**config.mk**
```make
export PLATFORM = sky130hd
export DESIGN_NAME = eqcr_bank
export DESIGN_NICKNAME = d
export VERILOG_FILES = /design/src/hdl/eqcr_pkg.sv /design/src/hdl/eqcr_bank.sv
export SDC_FILE = /design/constraint.sdc
export NUM_CORES = 1
export LEC_CHECK = 0
export BUFFER_PORTS_ARGS = -buffer_cell sky130_fd_sc_hd__buf_2
export CORE_AREA = 2 2 109 111
export DETAILED_ROUTE_END_ITERATION = 8
export DIE_AREA = 0 0 111 113
export GPL_TIMING_DRIVEN = 0
export SYNTH_ARGS = -nofsm -noshare
export SYNTH_HDL_FRONTEND = slang
export SYNTH_SLANG_ARGS = --single-unit
```
**constraint.sdc**
```tcl
create_clock -name clk_sys_in -period 1.7 [get_ports clk_sys_in]
set_clock_uncertainty 0.1 [all_clocks]
set_input_delay 0.085 -clock clk_sys_in [delete_from_list [all_inputs] [get_ports clk_sys_in]]
set_output_delay 0.085 -clock clk_sys_in [all_outputs]
set_load 0.1 [all_outputs]
```
**src/hdl/eqcr_pkg.sv**
```systemverilog
// package: register map, field positions and types of the equalizer config bank
package eqcr_pkg;

  // ---------------------------------------------------------------
  // register offsets
  // ---------------------------------------------------------------
  localparam logic [3:0] EQCR_ADDR_CONTROL = 4'h0;
  localparam logic [3:0] EQCR_ADDR_THRESHOLD = 4'h1;
  localparam logic [3:0] EQCR_ADDR_DEEMPH = 4'h2;
  localparam logic [3:0] EQCR_ADDR_SWING = 4'h3;
  localparam logic [3:0] EQCR_ADDR_RATE = 4'h7;
  localparam logic [3:0] EQCR_ADDR_RSVD_A = 4'h8;
  localparam logic [3:0] EQCR_ADDR_RSVD_B = 4'h9;
  localparam logic [3:0] EQCR_ADDR_RSVD_C = 4'hA;
  localparam logic [3:0] EQCR_ADDR_LOS_LEVEL = 4'hB;
  localparam logic [3:0] EQCR_ADDR_RSVD_D = 4'hC;
  localparam logic [3:0] EQCR_ADDR_RSVD_E = 4'hD;
  localparam logic [3:0] EQCR_ADDR_RATE_RB = 4'hE;
  localparam logic [3:0] EQCR_ADDR_LOS_RB = 4'hF;

  // ---------------------------------------------------------------
  // field positions
  // ---------------------------------------------------------------
  localparam int EQCR_BIT_LOS_SRC = 7;
  localparam int EQCR_BIT_SWING_SRC = 6;
  localparam int EQCR_BIT_DEEMPH_SRC = 5;
  localparam int EQCR_BIT_THRESH_SRC = 4;
  localparam int EQCR_BIT_OUT_DISABLE = 3;
  localparam int EQCR_BIT_LOS_RANGE = 2;
  localparam int EQCR_BIT_OC_OFF = 1;
  localparam int EQCR_BIT_METHOD = 0;
  localparam int EQCR_BIT_RATE_SEL = 7;

  // ---------------------------------------------------------------
  // field masks and reset values
  // ---------------------------------------------------------------
  localparam logic [7:0] EQCR_MASK_RATE = 8'h8F;
  localparam logic [7:0] EQCR_MASK_DEEMPH = 8'h0F;
  localparam logic [7:0] EQCR_MASK_SWING = 8'h03;
  localparam logic [7:0] EQCR_RST_CONTROL = 8'h00;
  localparam logic [7:0] EQCR_RST_THRESHOLD = 8'h00;
  localparam logic [7:0] EQCR_RST_DEEMPH = 8'h00;
  localparam logic [7:0] EQCR_RST_SWING = 8'h01;
  localparam logic [7:0] EQCR_RST_RATE = 8'h00;
  localparam logic [7:0] EQCR_RST_LOS_LEVEL = 8'h00;
  // rate code in effect when no register selection is made
  localparam logic [3:0] EQCR_DEFAULT_RATE = 4'h0;

  // ---------------------------------------------------------------
  // carriers
  // ---------------------------------------------------------------
  typedef struct packed {
    logic [3:0] addr;
    logic [7:0] wdata;
    logic wr;
  } eqcr_req_type;

  typedef struct packed {
    logic [7:0] threshold_code;
    logic [3:0] deemph_code;
    logic [1:0] swing_code;
    logic [7:0] los_level_code;
    logic [3:0] active_rate_code;
    logic threshold_from_pin;
    logic deemph_from_pin;
    logic swing_from_pin;
    logic los_level_from_pin;
    logic output_disable;
    logic los_range_high;
    logic offset_cancel_off;
  } eqcr_cfg_type;

endpackage : eqcr_pkg

```
**src/hdl/eqcr_bank.sv**
```systemverilog
// file: register bank of the equalizer configuration and readback registers
`timescale 1ns/1ps
`default_nettype none

// How it works
// - control bit 7 high takes SIGNAL_LOSS_FLAG level from pin, low from register 11.
// - control bit 6 high takes output swing from pin, low from register 3.
// - control bit 5 high takes de-emphasis from pins, low from register 2.
// - control bit 4 high takes threshold from pin, low from register 1.
// - control bit 3 high disables the output driver, low keeps it enabled.
// - control bit 2 high picks high SIGNAL_LOSS_FLAG assert range, low picks low range.
// - control bit 1 high disables input offset cancellation, low keeps it on.
// - control bit 0 high makes register settings active, low keeps pin control.
// - threshold code is eight bits, MSB at bit 7; code 1 is maximum positive shift.
// - rate register 0x07 holds select flag in bit 7 and code in bits 3..0.
// - address 0x0B holds a full eight-bit SIGNAL_LOSS_FLAG assert level.
// - read-only 0x0E shows the rate code in effect in bits 3..0.
// - read-only 0x0F shows bits 7..1 of the SIGNAL_LOSS_FLAG level in effect in bits 6..0.
// - addresses 0x08, 0x09, 0x0A, 0x0C, 0x0D carry no fields.
// - addresses 0 to 3, 7 and 11 are read-write, 14 and 15 read-only.
// - with control bit 0 and rate select both set, the rate code sets the input filter bandwidth.
module eqcr_bank (
  // clock and reset
  input wire logic clk_sys_in,
  input wire logic rstn_in,
  // register port from the two-wire engine
  input wire eqcr_pkg::eqcr_req_type req_in,
  output logic [7:0] rdata_out,
  // analog pin settings, already digitised by the caller
  input wire logic [7:0] los_level_pin_in,
  input wire logic [1:0] swing_pin_in,
  input wire logic [7:0] threshold_voltage_pin_in,
  input wire logic [3:0] deemph_pins_in,
  input wire logic output_disable_pin_in,
  input wire logic los_range_pin_in,
  // settings in effect
  output eqcr_pkg::eqcr_cfg_type cfg_out
);
  import eqcr_pkg::*;

  // ---------------------------------------------------------------
  // storage
  // ---------------------------------------------------------------
  logic [7:0] control_settings_q, control_settings_d;
  logic [7:0] input_threshold_adjust_q, input_threshold_adjust_d;
  logic [7:0] deemph_setting_q, deemph_setting_d;
  logic [7:0] swing_setting_q, swing_setting_d;
  logic [7:0] max_data_rate_setting_q, max_data_rate_setting_d;
  logic [7:0] los_level_setting_q, los_level_setting_d;
  logic [7:0] rdata_q, rdata_d;
  eqcr_cfg_type cfg_q, cfg_d;

  logic control_method_select;
  logic los_level_source_select;
  logic swing_source_select;
  logic deemph_source_select;
  logic threshold_source_select;
  logic los_range_high;
  logic offset_cancel_off;
  logic output_disable;

  // helper: a write strobe at one address
  function automatic logic eqcr_hit(input eqcr_req_type r, input logic [3:0] a);
    eqcr_hit = r.wr && (r.addr == a);
  endfunction : eqcr_hit

  // ---------------------------------------------------------------
  // write side
  // ---------------------------------------------------------------
  always_comb begin
    control_settings_d = control_settings_q;
    input_threshold_adjust_d = input_threshold_adjust_q;
    deemph_setting_d = deemph_setting_q;
    swing_setting_d = swing_setting_q;
    max_data_rate_setting_d = max_data_rate_setting_q;
    los_level_setting_d = los_level_setting_q;
    if (eqcr_hit(req_in, EQCR_ADDR_CONTROL)) begin
      control_settings_d = req_in.wdata;
    end
    if (eqcr_hit(req_in, EQCR_ADDR_THRESHOLD)) begin
      input_threshold_adjust_d = req_in.wdata;
    end
    if (eqcr_hit(req_in, EQCR_ADDR_DEEMPH)) begin
      deemph_setting_d = req_in.wdata & EQCR_MASK_DEEMPH;
    end
    if (eqcr_hit(req_in, EQCR_ADDR_SWING)) begin
      swing_setting_d = req_in.wdata & EQCR_MASK_SWING;
    end
    if (eqcr_hit(req_in, EQCR_ADDR_RATE)) begin
      max_data_rate_setting_d = req_in.wdata & EQCR_MASK_RATE;
    end
    // whole byte is the SIGNAL_LOSS_FLAG level
    if (eqcr_hit(req_in, EQCR_ADDR_LOS_LEVEL)) begin
      los_level_setting_d = req_in.wdata;
    end
    // reserved and read-only addresses have no write path
  end

  always_ff @(posedge clk_sys_in or negedge rstn_in) begin
    if (!rstn_in) begin
      control_settings_q <= EQCR_RST_CONTROL;
      input_threshold_adjust_q <= EQCR_RST_THRESHOLD;
      deemph_setting_q <= EQCR_RST_DEEMPH;
      swing_setting_q <= EQCR_RST_SWING;
      max_data_rate_setting_q <= EQCR_RST_RATE;
      los_level_setting_q <= EQCR_RST_LOS_LEVEL;
    end else begin
      control_settings_q <= control_settings_d;
      input_threshold_adjust_q <= input_threshold_adjust_d;
      deemph_setting_q <= deemph_setting_d;
      swing_setting_q <= swing_setting_d;
      max_data_rate_setting_q <= max_data_rate_setting_d;
      los_level_setting_q <= los_level_setting_d;
    end
  end

  // ---------------------------------------------------------------
  // control field decode
  // ---------------------------------------------------------------
  // master select between pins and registers
  assign control_method_select = control_settings_q[EQCR_BIT_METHOD];
  assign los_level_source_select = control_settings_q[EQCR_BIT_LOS_SRC];
  assign swing_source_select = control_settings_q[EQCR_BIT_SWING_SRC];
  assign deemph_source_select = control_settings_q[EQCR_BIT_DEEMPH_SRC];
  assign threshold_source_select = control_settings_q[EQCR_BIT_THRESH_SRC];
  assign output_disable = control_settings_q[EQCR_BIT_OUT_DISABLE];
  assign los_range_high = control_settings_q[EQCR_BIT_LOS_RANGE];
  assign offset_cancel_off = control_settings_q[EQCR_BIT_OC_OFF];

  // ---------------------------------------------------------------
  // settings in effect
  // ---------------------------------------------------------------
  // pin control is the default; register fields other than the offset bit only act once the
  // master select is set, and each source bit can hand one back to its pin
  always_comb begin
    cfg_d.threshold_from_pin = !control_method_select || threshold_source_select;
    cfg_d.deemph_from_pin = !control_method_select || deemph_source_select;
    cfg_d.swing_from_pin = !control_method_select || swing_source_select;
    cfg_d.los_level_from_pin = !control_method_select || los_level_source_select;
    cfg_d.threshold_code = cfg_d.threshold_from_pin ? threshold_voltage_pin_in
                                                   : input_threshold_adjust_q;
    cfg_d.deemph_code = cfg_d.deemph_from_pin ? deemph_pins_in : deemph_setting_q[3:0];
    cfg_d.swing_code = cfg_d.swing_from_pin ? swing_pin_in : swing_setting_q[1:0];
    // SIGNAL_LOSS_FLAG level from pin or register
    cfg_d.los_level_code = cfg_d.los_level_from_pin ? los_level_pin_in : los_level_setting_q;
    cfg_d.output_disable = control_method_select ? output_disable : output_disable_pin_in;
    cfg_d.los_range_high = control_method_select ? los_range_high : los_range_pin_in;
    // offset cancellation has no pin, so the bit always acts
    cfg_d.offset_cancel_off = offset_cancel_off;
    // rate code steers bandwidth only while its select flag is set
    cfg_d.active_rate_code = (control_method_select && max_data_rate_setting_q[EQCR_BIT_RATE_SEL])
                             ? max_data_rate_setting_q[3:0] : EQCR_DEFAULT_RATE;
  end

  always_ff @(posedge clk_sys_in or negedge rstn_in) begin
    if (!rstn_in) begin
      cfg_q <= '0;
    end else begin
      cfg_q <= cfg_d;
    end
  end

  assign cfg_out = cfg_q;

  // ---------------------------------------------------------------
  // read side
  // ---------------------------------------------------------------
  always_comb begin
    // reserved addresses and unused bits read zero
    rdata_d = 8'h00;
    // 0..3, 7 and 11 read back what was written, 14 and 15 show live state
    case (req_in.addr)
      EQCR_ADDR_CONTROL: rdata_d = control_settings_q;
      EQCR_ADDR_THRESHOLD: rdata_d = input_threshold_adjust_q;
      EQCR_ADDR_DEEMPH: rdata_d = deemph_setting_q;
      EQCR_ADDR_SWING: rdata_d = swing_setting_q;
      EQCR_ADDR_RATE: rdata_d = max_data_rate_setting_q;
      EQCR_ADDR_LOS_LEVEL: rdata_d = los_level_setting_q;
      EQCR_ADDR_RATE_RB: rdata_d = {4'h0, cfg_q.active_rate_code};
      EQCR_ADDR_LOS_RB: rdata_d = {1'b0, cfg_q.los_level_code[7:1]};
      default: rdata_d = 8'h00;
    endcase
  end

  always_ff @(posedge clk_sys_in or negedge rstn_in) begin
    if (!rstn_in) begin
      rdata_q <= 8'h00;
    end else begin
      rdata_q <= rdata_d;
    end
  end

  assign rdata_out = rdata_q;

endmodule : eqcr_bank

`default_nettype wire

```
==> insert_results.sql, run 1 <==
INSERT INTO impl_metrics (metric_group, metric, value, unit) VALUES
('status', 'run_status', 'finished clean', ''),
('drt', 'drc', '0', ''),
('synthesis', 'synthesized_area_fraction_occupied_by_xor_and_xnor_cells', '0', ''),
('synthesis', 'number_of_nets_produced_by_synthesis', '262', ''),
('synthesis', 'synthAdderAreaFrac', '0', ''),
('sta', 'final_min_period_over_clock_period', '0.924', ''),
('critical_path', 'reg2reg_depth', '3', ''),
('drt', 'met2_length', '3910', 'microns'),
('min_path', 'min_delay_worst_endpoint', 'input_threshold_adjust_q[0]', ''),
('sta', 'grt_setup_unrepaired', 'false', ''),
('critical_path', 'max_stage_delay', '0.76', 'ns'),
('critical_path', 'timing.rr.end', 'cfg_out[31]', ''),
('min_path', 'hold_depth', '2', ''),
('critical_path', 'cpLargestDelayFamily', 'simple AND/OR/NAND/NOR gates', ''),
('power', 'vdd_ir_drop_max', '636', 'uV'),
('synthesis', 'synthMuxAreaShare', '0.240', ''),
('floorplanning', 'pin_count', '80', ''),
('synthesis', 'postSynthCellCount', '223', ''),
('synthesis', 'syn_area_per_cell', '14.4', 'sq um'),
('finish', 'post_route_cells_drive_above_1_share', '0.484', ''),
('clocking', 'cts_tree', 'yes', ''),
('drt', 'drt_first_pass_iters', '4', ''),
('critical_path', 'cp-startpoint', 'req_in[9]', ''),
('place', 'pre_cts_ws', '-0.345', 'ns'),
('finish', 'n_antenna_cell', '0', ''),
('drt', 'detail_route.iter0.violations', '90', ''),
('drt', 'wl_cell', '15.8', 'microns'),
('sta', 'post-route-worst-setup-slack', '0.129', 'ns'),
('global_routing', 'globalRoute.totalOverflow', '0', ''),
('floorplanning', 'dieArea', '0.0125', 'sq mm'),
('clocking', 'max-clock-path-buffers', '2', ''),
('sta', 'clock.fmax', '0.637', 'GHz'),
('critical_path', 'worst_setup_path_start_kind', 'primary input', ''),
('critical_path', 'cp_slowest_cell', 'nor3b_1', ''),
('sta', 'fin_hold_ws', '0.0224', 'ns'),
('power', 'power-per-cell-area', '1470', 'mW/mm^2'),
('sta', 'finalCriticalPeriod', '1.57', 'ns'),
('drt', 'm1_wl', '3330', 'microns'),
('global_routing', 'first_global_vias', '2375', ''),
('power', 'total_leakage_power', '2.04', 'nW'),
('synthesis', 'postSynthRegisterBits', '76', ''),
('global_routing', 'first_pass_grt_wire_length', '12500', 'microns'),
('critical_path', 'worstPathArrival', '1.68', 'ns'),
('global_routing', 'grt_antenna_before_repair', '0', ''),
('floorplanning', 'placeableCoreArea', '0.0113', 'sq mm'),
('clocking', 'postCtsSetupBuffers', '0', ''),
('min_path', 'min_path_type', 'primary input to flip-flop', ''),
('drt', 'detail_route.wirelength', '7790', 'microns'),
('synthesis', 'synth_area', '0.00320', 'sq mm'),
('synthesis', 'synthDistinctLibCells', '32', ''),
('floorplanning', 'die_height', '113', 'microns'),
('synthesis', 'ys_seq_area_frac', '0.595', ''),
('floorplanning', 'placementRows', '39', ''),
('clocking', 'clock_tree.root_cell', 'clkbuf_16', ''),
('sta', 'timing.final.hold_violations', '0', ''),
('clocking', 'cts_h_tree_lvls', '3', ''),
('critical_path', 'critical_path.endpoint_type', 'flip-flop', ''),
('global_routing', 'grt_start_max_net_pins', '52', ''),
('clocking', 'clk-insertion-delay-late', '0.33', 'ns'),
('critical_path', 'crit_fanout', '10', ''),
('sta', 'final_max_slew_viol_count', '0', ''),
('floorplanning', 'floorplan.initialDensity', '0.284', ''),
('finish', 'fillerInstances', '1099', ''),
('place', 'globalplace.congestion', '0.801', ''),
('drt', 'detail_route.vias_per_cell', '4.50', ''),
('floorplanning', 'floorplan.die.width', '111', 'microns'),
('finish', 'fin_nets', '383', ''),
('critical_path', 'timing.critical_path.cells', 'buf_2 > buf_4 > nand3_1 > nor3b_1 > mux2_2', ''),
('finish', 'layout.cell_area.non_filler', '0.00442', 'sq mm'),
('synthesis', 'synth_compound_area_frac', '0.0407', ''),
('critical_path', 'crit_buf_inv', '2', '');
[cell type report]
cell class | instances | area, sq um | area share
Sequential cell | 76 | 1900 | 0.430
Multi-Input combinational cell | 134 | 1250 | 0.283
Timing Repair Buffer | 111 | 741 | 0.168
Clock buffer | 12 | 267 | 0.0603
Tap cell | 143 | 179 | 0.0405
Buffer | 12 | 58.8 | 0.0133
Clock inverter | 4 | 22.5 | 0.00509
[how the worst max path moves through the flow]
| stage | to | slack (ns) | cells after the start |
|---|---|---|---|
| 6_report | max_data_rate_setting_q[7] | 0.13 | 5 |
| 5_1_grt | cfg_out[31] | 0.04 | 3 |
| 4_1_cts | rdata_out[0] | 0.02 | 4 |
| 3_5_place_dp | rdata_out[0] | -0.35 | 5 |
| 3_3_place_gp | rdata_out[0] | -0.30 | 4 |
| 2_1_floorplan | rdata_out[1] | 0.12 | 3 |
[per-layer routing]
metal	track usage	up-vias
li1	-	1058
met1	0.161	1091
met2	0.217	54
met3	0.0343	13
met4	0.0625	0
met5	0	-
[cells in the final DEF (no fill, tap or decap), types with 5 or more instances in the layout]
cell type      synthesis  routed
o21ai_0                5       5
nand3b_1              10      10
dlygate4sd3_1          0      32
clkbuf_1               8       6
buf_2                  1      78
mux2_4                 8       8
dfrtp_1               75      75
and3_1                 7       7
clkbuf_16              0       9
mux2_2                55      55
[worst register-to-register path: cells and delay by family, from the launching register on]
kind / cells / cell delay (ns)
buffers and inverters: 1 / 0.45
flip-flops: 1 / 0.37
multiplexers: 1 / 0.41
AND/OR/NAND/NOR: 1 / 0.11
[where the power goes]
group / switching (W) / internal (W)
Combinational: 0.00171 / 0.000594
Clock: 0.000700 / 0.00110
Sequential: 0.000229 / 0.00218
Total: 0.00263 / 0.00388
[repair_timing]
action,4_1_cts,5_1_grt
hold buffers,32,0
setup endpoints to repair,9,0
hold endpoints to repair,127,0
resized for setup,3,0
[registers in the layout, indices dropped and copies added (netlist names)]
name and flops:
max_data_rate_setting_q 5, input_threshold_adjust_q 8, cfg_out 33, los_level_setting_q 8, deemph_setting_q 4, rdata_out 8
swing_setting_q 2, control_settings_q 8
[cell usage after synthesis (all sizes together)]
| library cell | instances | share of area |
|---|---|---|
| dfrtp | 75 | 0.59 |
| and3 | 7 | 0.014 |
| nor2 | 4 | 0.0047 |
| nand3b | 10 | 0.023 |
| nand3 | 4 | 0.0063 |
| a22oi | 3 | 0.0070 |
| o21ai | 5 | 0.0078 |
| dfstp | 1 | 0.0082 |
| nand4 | 2 | 0.0039 |
| nor3 | 1 | 0.0031 |
| nor2b | 1 | 0.0020 |
| nor3b | 4 | 0.011 |
| nand2 | 4 | 0.0047 |
| a221o | 3 | 0.0094 |
| a21o | 4 | 0.0094 |
| nor4 | 1 | 0.0020 |
| a32oi | 2 | 0.0055 |
| and4 | 2 | 0.0055 |
| a21oi | 1 | 0.0016 |
| mux2 | 63 | 0.23 |
| mux2i | 3 | 0.0094 |
| clkbuf | 8 | 0.0094 |
| nor4b | 3 | 0.0082 |
| nand2b | 4 | 0.0078 |
| or3b | 3 | 0.0090 |
| buf | 5 | 0.0098 |
[metrics by stage]
| step | util | cells | TNS (ns) | power [W] |
|---|---|---|---|---|
| 3_5_place_dp | 0.337 | 445 | -6.10 | 0.00470 |
| 5_1_grt | 0.392 | 492 | 0 | 0.00679 |
| 3_3_place_gp | 0.334 | 444 | -6.83 | 0.00467 |
| 4_1_cts | 0.392 | 492 | 0 | 0.00660 |
| 6_report | 0.392 | 492 | 0 | 0.00651 |
| 2_1_floorplan | - | 223 | 0 | 0.00421 |
[logic make-up (layout without fill, tap and decap cells)]
group / Yosys count / count (layout)
flops: 76 / 76
simple gates: 50 / 50
compound gates: 18 / 18
mux: 66 / 66
buf+inv: 13 / 139
(Power assumes the default switching activity.)
==> run 2, diff against run 1 <==
--- a/config.mk
+++ b/config.mk
@@ -8,5 +8,5 @@
 export BUFFER_PORTS_ARGS = -buffer_cell sky130_fd_sc_hd__buf_2
-export CORE_AREA = 2 2 109 111
+export CORE_AREA = 2 2 139 87
 export DETAILED_ROUTE_END_ITERATION = 8
-export DIE_AREA = 0 0 111 113
+export DIE_AREA = 0 0 141 89
 export GPL_TIMING_DRIVEN = 0
==> constraint.sdc (replaced) <==
create_clock -name clk_sys_in -period 1.7 [get_ports clk_sys_in]
set_clock_uncertainty 0.1 [all_clocks]
set_input_delay 0.255 -clock clk_sys_in [delete_from_list [all_inputs] [get_ports clk_sys_in]]
set_output_delay 0.255 -clock clk_sys_in [all_outputs]
set_load 0.1 [all_outputs]
==> run 2 against run 1 <==
Against the previous run: global-route usage up 1.2 points; sequential power about the same; largest power group unchanged; first-iteration DRC count is 39% higher.
==> insert_results.sql, run 2 (same netlist as run 1, synthesis figures left out) <==
INSERT INTO impl_metrics (metric_group, metric, value, unit) VALUES
('clocking', 'postCtsSetupBuffers', '0', ''),
('clocking', 'max-clock-path-buffers', '2', ''),
('floorplanning', 'placementRows', '30', ''),
('global_routing', 'globalRoute.totalOverflow', '0', ''),
('drt', 'detail_route.wirelength', '8450', 'microns'),
('power', 'netSwitchingPower', '0.00266', 'W'),
('sta', 'finalCriticalPeriod', '1.64', 'ns'),
('clocking', 'clk-insertion-delay-late', '0.34', 'ns'),
('finish', 'most-common-layout-cells', '78 x buf_2, 75 x dfrtp_1, 55 x mux2_2', ''),
('global_routing', 'grt_antenna_before_repair', '0', ''),
('sta', 'post-route-worst-setup-slack', '0.0600', 'ns'),
('global_routing', 'first_pass_grt_wire_length', '13000', 'microns'),
('min_path', 'min_path_type', 'primary input to flip-flop', ''),
('sta', 'final_min_period_over_clock_period', '0.965', ''),
('finish', 'post_route_cells_drive_above_1_share', '0.528', ''),
('place', 'dp.final_hpwl', '6110', 'microns'),
('clocking', 'cts_tree', 'yes', ''),
('power', 'power-per-cell-area', '1570', 'mW/mm^2'),
('finish', 'fin_util', '0.368', ''),
('place', 'buffers_added_on_ports', '78', ''),
('power', 'netSwitchingFraction', '0.412', ''),
('critical_path', 'worst_setup_path_start_kind', 'primary input', ''),
('critical_path', 'worst-endpoint-required', '1.82', 'ns'),
('clocking', 'tritoncts.num_buffers', '9', ''),
('drt', 'drc', '0', ''),
('floorplanning', 'pin_count', '80', ''),
('drt', 'wl_cell', '18.4', 'microns'),
('sta', 'final_max_slew_viol_count', '0', ''),
('sta', 'clock.fmax', '0.610', 'GHz'),
('drt', 'postRouteAntennaNets', '0', ''),
('power', 'clkPwrFrac', '0.273', ''),
('critical_path', 'critPathKind', 'primary input to flip-flop', ''),
('drt', 'vias', '2164', ''),
('floorplanning', 'die_height', '89', 'microns'),
('global_routing', 'grt_start_max_net_pins', '63', ''),
('power', 'total_leakage_power', '1.91', 'nW'),
('critical_path', 'crit_fanout', '10', ''),
('sta', 'final-setup-viol-count', '0', ''),
('finish', 'flip_flop_count_of_the_largest_register_all_copies_and_words_added', '33', ''),
('power', 'combinationalPowerShare', '0.351', ''),
('clocking', 'clock-sinks', '76', ''),
('drt', 'detail_route.vias_per_cell', '4.70', ''),
('finish', 'area.growth.synth_to_final', '28.0', '%'),
('sta', 'grt_setup_unrepaired', 'true', ''),
('sta', 'totalNegativeSetupSlack', '0', 'ns'),
('finish', 'fillerInstances', '1083', ''),
('sta', 'timing.final.hold_violations', '0', ''),
('place', 'pre_cts_ws', '-0.617', 'ns'),
('floorplanning', 'dieArea', '0.0125', 'sq mm'),
('floorplanning', 'floorplan.initialDensity', '0.287', ''),
('clocking', 'cts_h_tree_lvls', '3', ''),
('status', 'run_status', 'finished clean', ''),
('job', 'timing.max_cap.violations', '0', ''),
('critical_path', 'worstPathArrival', '1.76', 'ns'),
('finish', 'n_antenna_cell', '0', ''),
('finish', 'layout_commonest_cell', 'buf_2', ''),
('power', 'power.internal', '0.00379', 'W'),
('sta', 'maxSlewHeadroom', '0.394', ''),
('finish', 'fin_nets', '351', ''),
('power', 'p_total', '0.00644', 'W'),
('power', 'p_seq_frac', '0.375', ''),
('clocking', 'cts.reportedPaths.clkPinSlew', '0.06', 'ns'),
('floorplanning', 'floorplan.die.width', '141', 'microns'),
('place', 'globalplace.congestion', '0.865', ''),
('drt', 'detail_route.iter0.violations', '125', ''),
('global_routing', 'grtUsageTotal', '0.143', ''),
('drt', 'drt_first_pass_iters', '4', ''),
('power', 'vdd_ir_drop_max', '557', 'uV'),
('global_routing', 'first_global_vias', '2181', ''),
('floorplanning', 'placeableCoreArea', '0.0111', 'sq mm'),
('clocking', 'clock_tree.root_cell', 'clkbuf_16', ''),
('sta', 'worst_slew_pin_slew', '0.901', 'ns'),
('critical_path', 'critical_path.endpoint_type', 'flip-flop', '');
==> run 2: through the flow <==
stage	area, sq um	cells	hold WS [ns]
after floorplan	3200	223	-0.141
after global placement	3770	445	0.301
after detailed placement	3810	446	0.0306
after CTS	4090	461	0.0290
after global routing	4100	460	0.0379
final	4100	460	0.0463
==> run 2: power groups by stage <==
stage,combinational [W],sequential [W],clock [W]
finish,0.00226,0.00242,0.00176
global route,0.00235,0.00247,0.00189
CTS,0.00228,0.00242,0.00183
detailed placement,0.00227,0.00245,0
global placement,0.00224,0.00244,0
floorplan,0.000535,0.00368,0
==> run 2: timing repair <==
| item | CTS | global route |
|---|---|---|
| gates resized for setup | 3 | 2 |
| setup endpoints to repair | 14 | 17 |
| endpoints found under the hold margin | 19 | 0 |
| hold buffers | 1 | 0 |
==> run 2: cell type report <==
cell class                      instances  area (sq um)  share of cell area
Timing Repair Buffer                   80           430               0.105
Clock buffer                           13           260              0.0635
Multi-Input combinational cell        134          1260               0.307
Buffer                                 11          56.3              0.0137
Tap cell                              144           180              0.0440
Clock inverter                          2          10.0             0.00244
Sequential cell                        76          1900               0.464
==> run 2: final timing paths <==
| kind | start | endpoint | slack (ns) | cells past startpoint |
|---|---|---|---|---|
| worst max-delay path | req_in[9] | los_level_setting_q[5] | 0.06 | 5 |
| worst min-delay path | los_level_pin_in[0] | cfg_out[11] | 0.05 | 2 |
| worst max register to register | control_settings_q[0] | cfg_out[13] | 0.17 | 3 |
| worst min register to register | control_settings_q[1] | cfg_out[0] | 0.32 | 0 |
| max in group asynchronous | rstn_in | swing_setting_q[0] | 0.69 | 3 |
| min in group asynchronous | rstn_in | rdata_out[0] | 0.22 | 2 |
==> run 2: metal layers <==
layer,share of wire,global-route usage,vias to the layer above
met2,0.41,0.197,84
met3,0.073,0.0552,10
met1,0.51,0.205,1070
li1,-,-,1000
met4,0.012,0.0464,0
met5,0,0,-
==> run 2: worst max-delay path, stage by stage <==
cell and delay, ns:
buf_2 0.11, buf_4 0.18, nand3_1 0.12, nor3b_2 0.67, mux2_2 0.42
==> run 3, diff against run 2 <==
- clock period: 1.7 -> 2 ns (I/O delays scaled with it)
==> run 3 against run 2 <==
Against the previous run: clock power shrank 15%; critical path depth down 1; core utilization hardly changed; largest cell class unchanged; largest power group unchanged; highest routed layer unchanged.
==> insert_results.sql, run 3 (same netlist as run 1, synthesis figures left out) <==
INSERT INTO impl_metrics (metric_group, metric, value, unit) VALUES
('drt', 'drc', '0', ''),
('critical_path', 'cpLargestDelayFamily', 'simple AND/OR/NAND/NOR gates', ''),
('critical_path', 'max_stage_delay', '0.62', 'ns'),
('job', 'timing.max_cap.violations', '0', ''),
('finish', 'post_route_cells_drive_above_1_share', '0.521', ''),
('clocking', 'postCtsSetupBuffers', '0', ''),
('drt', 'wl_cell', '18.3', 'microns'),
('critical_path', 'timing.critical_path.cells', 'buf_2 > or3b_4 > nor3_2 > mux2_2', ''),
('sta', 'worst_slew_pin_slew', '0.945', 'ns'),
('clocking', 'cts_h_tree_lvls', '3', ''),
('floorplanning', 'pin_count', '80', ''),
('finish', 'layout.cell_area.non_filler', '0.00409', 'sq mm'),
('floorplanning', 'placeableCoreArea', '0.0111', 'sq mm'),
('power', 'power-per-cell-area', '1340', 'mW/mm^2'),
('power', 'total_leakage_power', '1.90', 'nW'),
('drt', 'detail_route.iter0.violations', '97', ''),
('clocking', 'cts.reportedPaths.clkPinSlew', '0.06', 'ns'),
('sta', 'final_min_period_over_clock_period', '0.886', ''),
('critical_path', 'reg2reg_depth', '3', ''),
('sta', 'grt_setup_unrepaired', 'false', ''),
('finish', 'flip_flop_count_of_the_largest_register_all_copies_and_words_added', '33', ''),
('global_routing', 'globalRoute.totalOverflow', '0', ''),
('finish', 'most-common-layout-cells', '78 x buf_2, 75 x dfrtp_1, 55 x mux2_2', ''),
('global_routing', 'first_global_vias', '2187', ''),
('critical_path', 'crit_fanout', '8', ''),
('sta', 'finalCriticalPeriod', '1.77', 'ns'),
('drt', 'postRouteAntennaNets', '0', ''),
('min_path', 'min_path_type', 'primary input to flip-flop', ''),
('critical_path', 'worst_setup_path_start_kind', 'primary input', ''),
('finish', 'fillerInstances', '1080', ''),
('finish', 'layout_commonest_cell', 'buf_2', ''),
('status', 'run_status', 'finished clean', ''),
('drt', 'detail_route.vias_per_cell', '4.70', ''),
('clocking', 'max-clock-path-buffers', '2', ''),
('sta', 'totalNegativeSetupSlack', '0', 'ns'),
('place', 'dp.final_hpwl', '6110', 'microns'),
('critical_path', 'worst-endpoint-required', '2.12', 'ns'),
('drt', 'detail_route.wirelength', '8430', 'microns'),
('global_routing', 'grt_antenna_before_repair', '0', ''),
('power', 'p_total', '0.00548', 'W'),
('place', 'buffers_added_on_ports', '78', ''),
('clocking', 'clk-insertion-delay-late', '0.34', 'ns'),
('place', 'dpl_cell_area', '0.00381', 'sq mm'),
('place', 'globalplace.congestion', '0.865', ''),
('min_path', 'hold_depth', '2', ''),
('floorplanning', 'placementRows', '30', ''),
('critical_path', 'path_depth', '4', ''),
('clocking', 'cts_tree', 'yes', ''),
('critical_path', 'cp_slowest_cell', 'nor3_2', ''),
('power', 'vdd_ir_drop_max', '473', 'uV'),
('finish', 'final-instance-count-excl-fill', '461', ''),
('sta', 'maxSlewHeadroom', '0.365', ''),
('clocking', 'clock_tree.root_cell', 'clkbuf_16', ''),
('sta', 'timing.final.hold_violations', '0', ''),
('finish', 'fin_nets', '352', ''),
('critical_path', 'crit_buf_inv', '1', ''),
('global_routing', 'first_pass_grt_wire_length', '13000', 'microns'),
('floorplanning', 'floorplan.initialDensity', '0.287', ''),
('finish', 'n_antenna_cell', '0', ''),
('clocking', 'tritoncts.num_buffers', '9', ''),
('critical_path', 'critical_path.endpoint_type', 'flip-flop', ''),
('floorplanning', 'die_height', '89', 'microns'),
('global_routing', 'grtUsageTotal', '0.143', ''),
('critical_path', 'worstPathArrival', '1.90', 'ns'),
('critical_path', 'critPathKind', 'primary input to flip-flop', ''),
('finish', 'area.growth.synth_to_final', '27.9', '%'),
('drt', 'drt_first_pass_iters', '4', ''),
('sta', 'final_max_slew_viol_count', '0', ''),
('global_routing', 'grt_start_max_net_pins', '63', ''),
('place', 'dp.cells', '446', ''),
('floorplanning', 'dieArea', '0.0125', 'sq mm'),
('sta', 'clock.fmax', '0.564', 'GHz'),
('drt', 'vias', '2166', ''),
('floorplanning', 'floorplan.die.width', '141', 'microns'),
('clocking', 'clock-sinks', '76', ''),
('sta', 'final-setup-viol-count', '0', ''),
('sta', 'fin_hold_ws', '0.0884', 'ns');
-- run 3: layout make-up --
cell class	count	area (sq um)	share of cell area
clock buffer	13	260	0.0636
multi-input combinational	134	1250	0.306
sequential	76	1900	0.465
tap	144	180	0.0440
buffer	12	57.6	0.0141
clock inverter	2	10.0	0.00245
timing repair buffer	80	430	0.105
-- run 3: final timing paths --
check                                           start               endpoint  slack (ns)
worst max-delay path                       req_in[12]  control_settings_q[2]        0.23
worst min-delay path              los_level_pin_in[0]            cfg_out[11]        0.09
worst max register to register  control_settings_q[0]            cfg_out[13]        0.27
worst min register to register  control_settings_q[1]             cfg_out[0]        0.32
max in group asynchronous                     rstn_in     swing_setting_q[0]        0.93
min in group asynchronous                     rstn_in           rdata_out[0]        0.26
-- run 3: metal layers --
layer | vias up | wire (microns) | GRT usage
met2 | 79 | 3430 | 0.198
met1 | 1082 | 4380 | 0.205
li1 | 995 | - | -
met5 | - | 0 | 0
met3 | 10 | 527 | 0.0552
met4 | 0 | 95 | 0.0464
-- run 3: per-stage QoR --
| stage | util | setup WS (ns) |
|---|---|---|
| floorplan | - | 0.281 |
| global placement | 0.338 | -0.339 |
| detailed placement | 0.342 | -0.362 |
| CTS | 0.367 | 0.00445 |
| global route | 0.367 | 0.134 |
| finish | 0.367 | 0.227 |
-- run 3: where the power goes --
part,leakage [nW],internal [W],switching (W)
Sequential,0.927,0.00186,0.000199
Clock,0.135,0.000897,0.000608
Combinational,0.840,0.000465,0.00146
Total,1.90,0.00322,0.00227
-- run 3: repair_timing --
action / 4_1_cts / 5_1_grt
endpoints found under the setup margin: 1 / 8
hold buffers: 1 / 0
endpoints found under the hold margin: 14 / 0
pin swaps: 0 / 0
gates resized for setup: 1 / 1
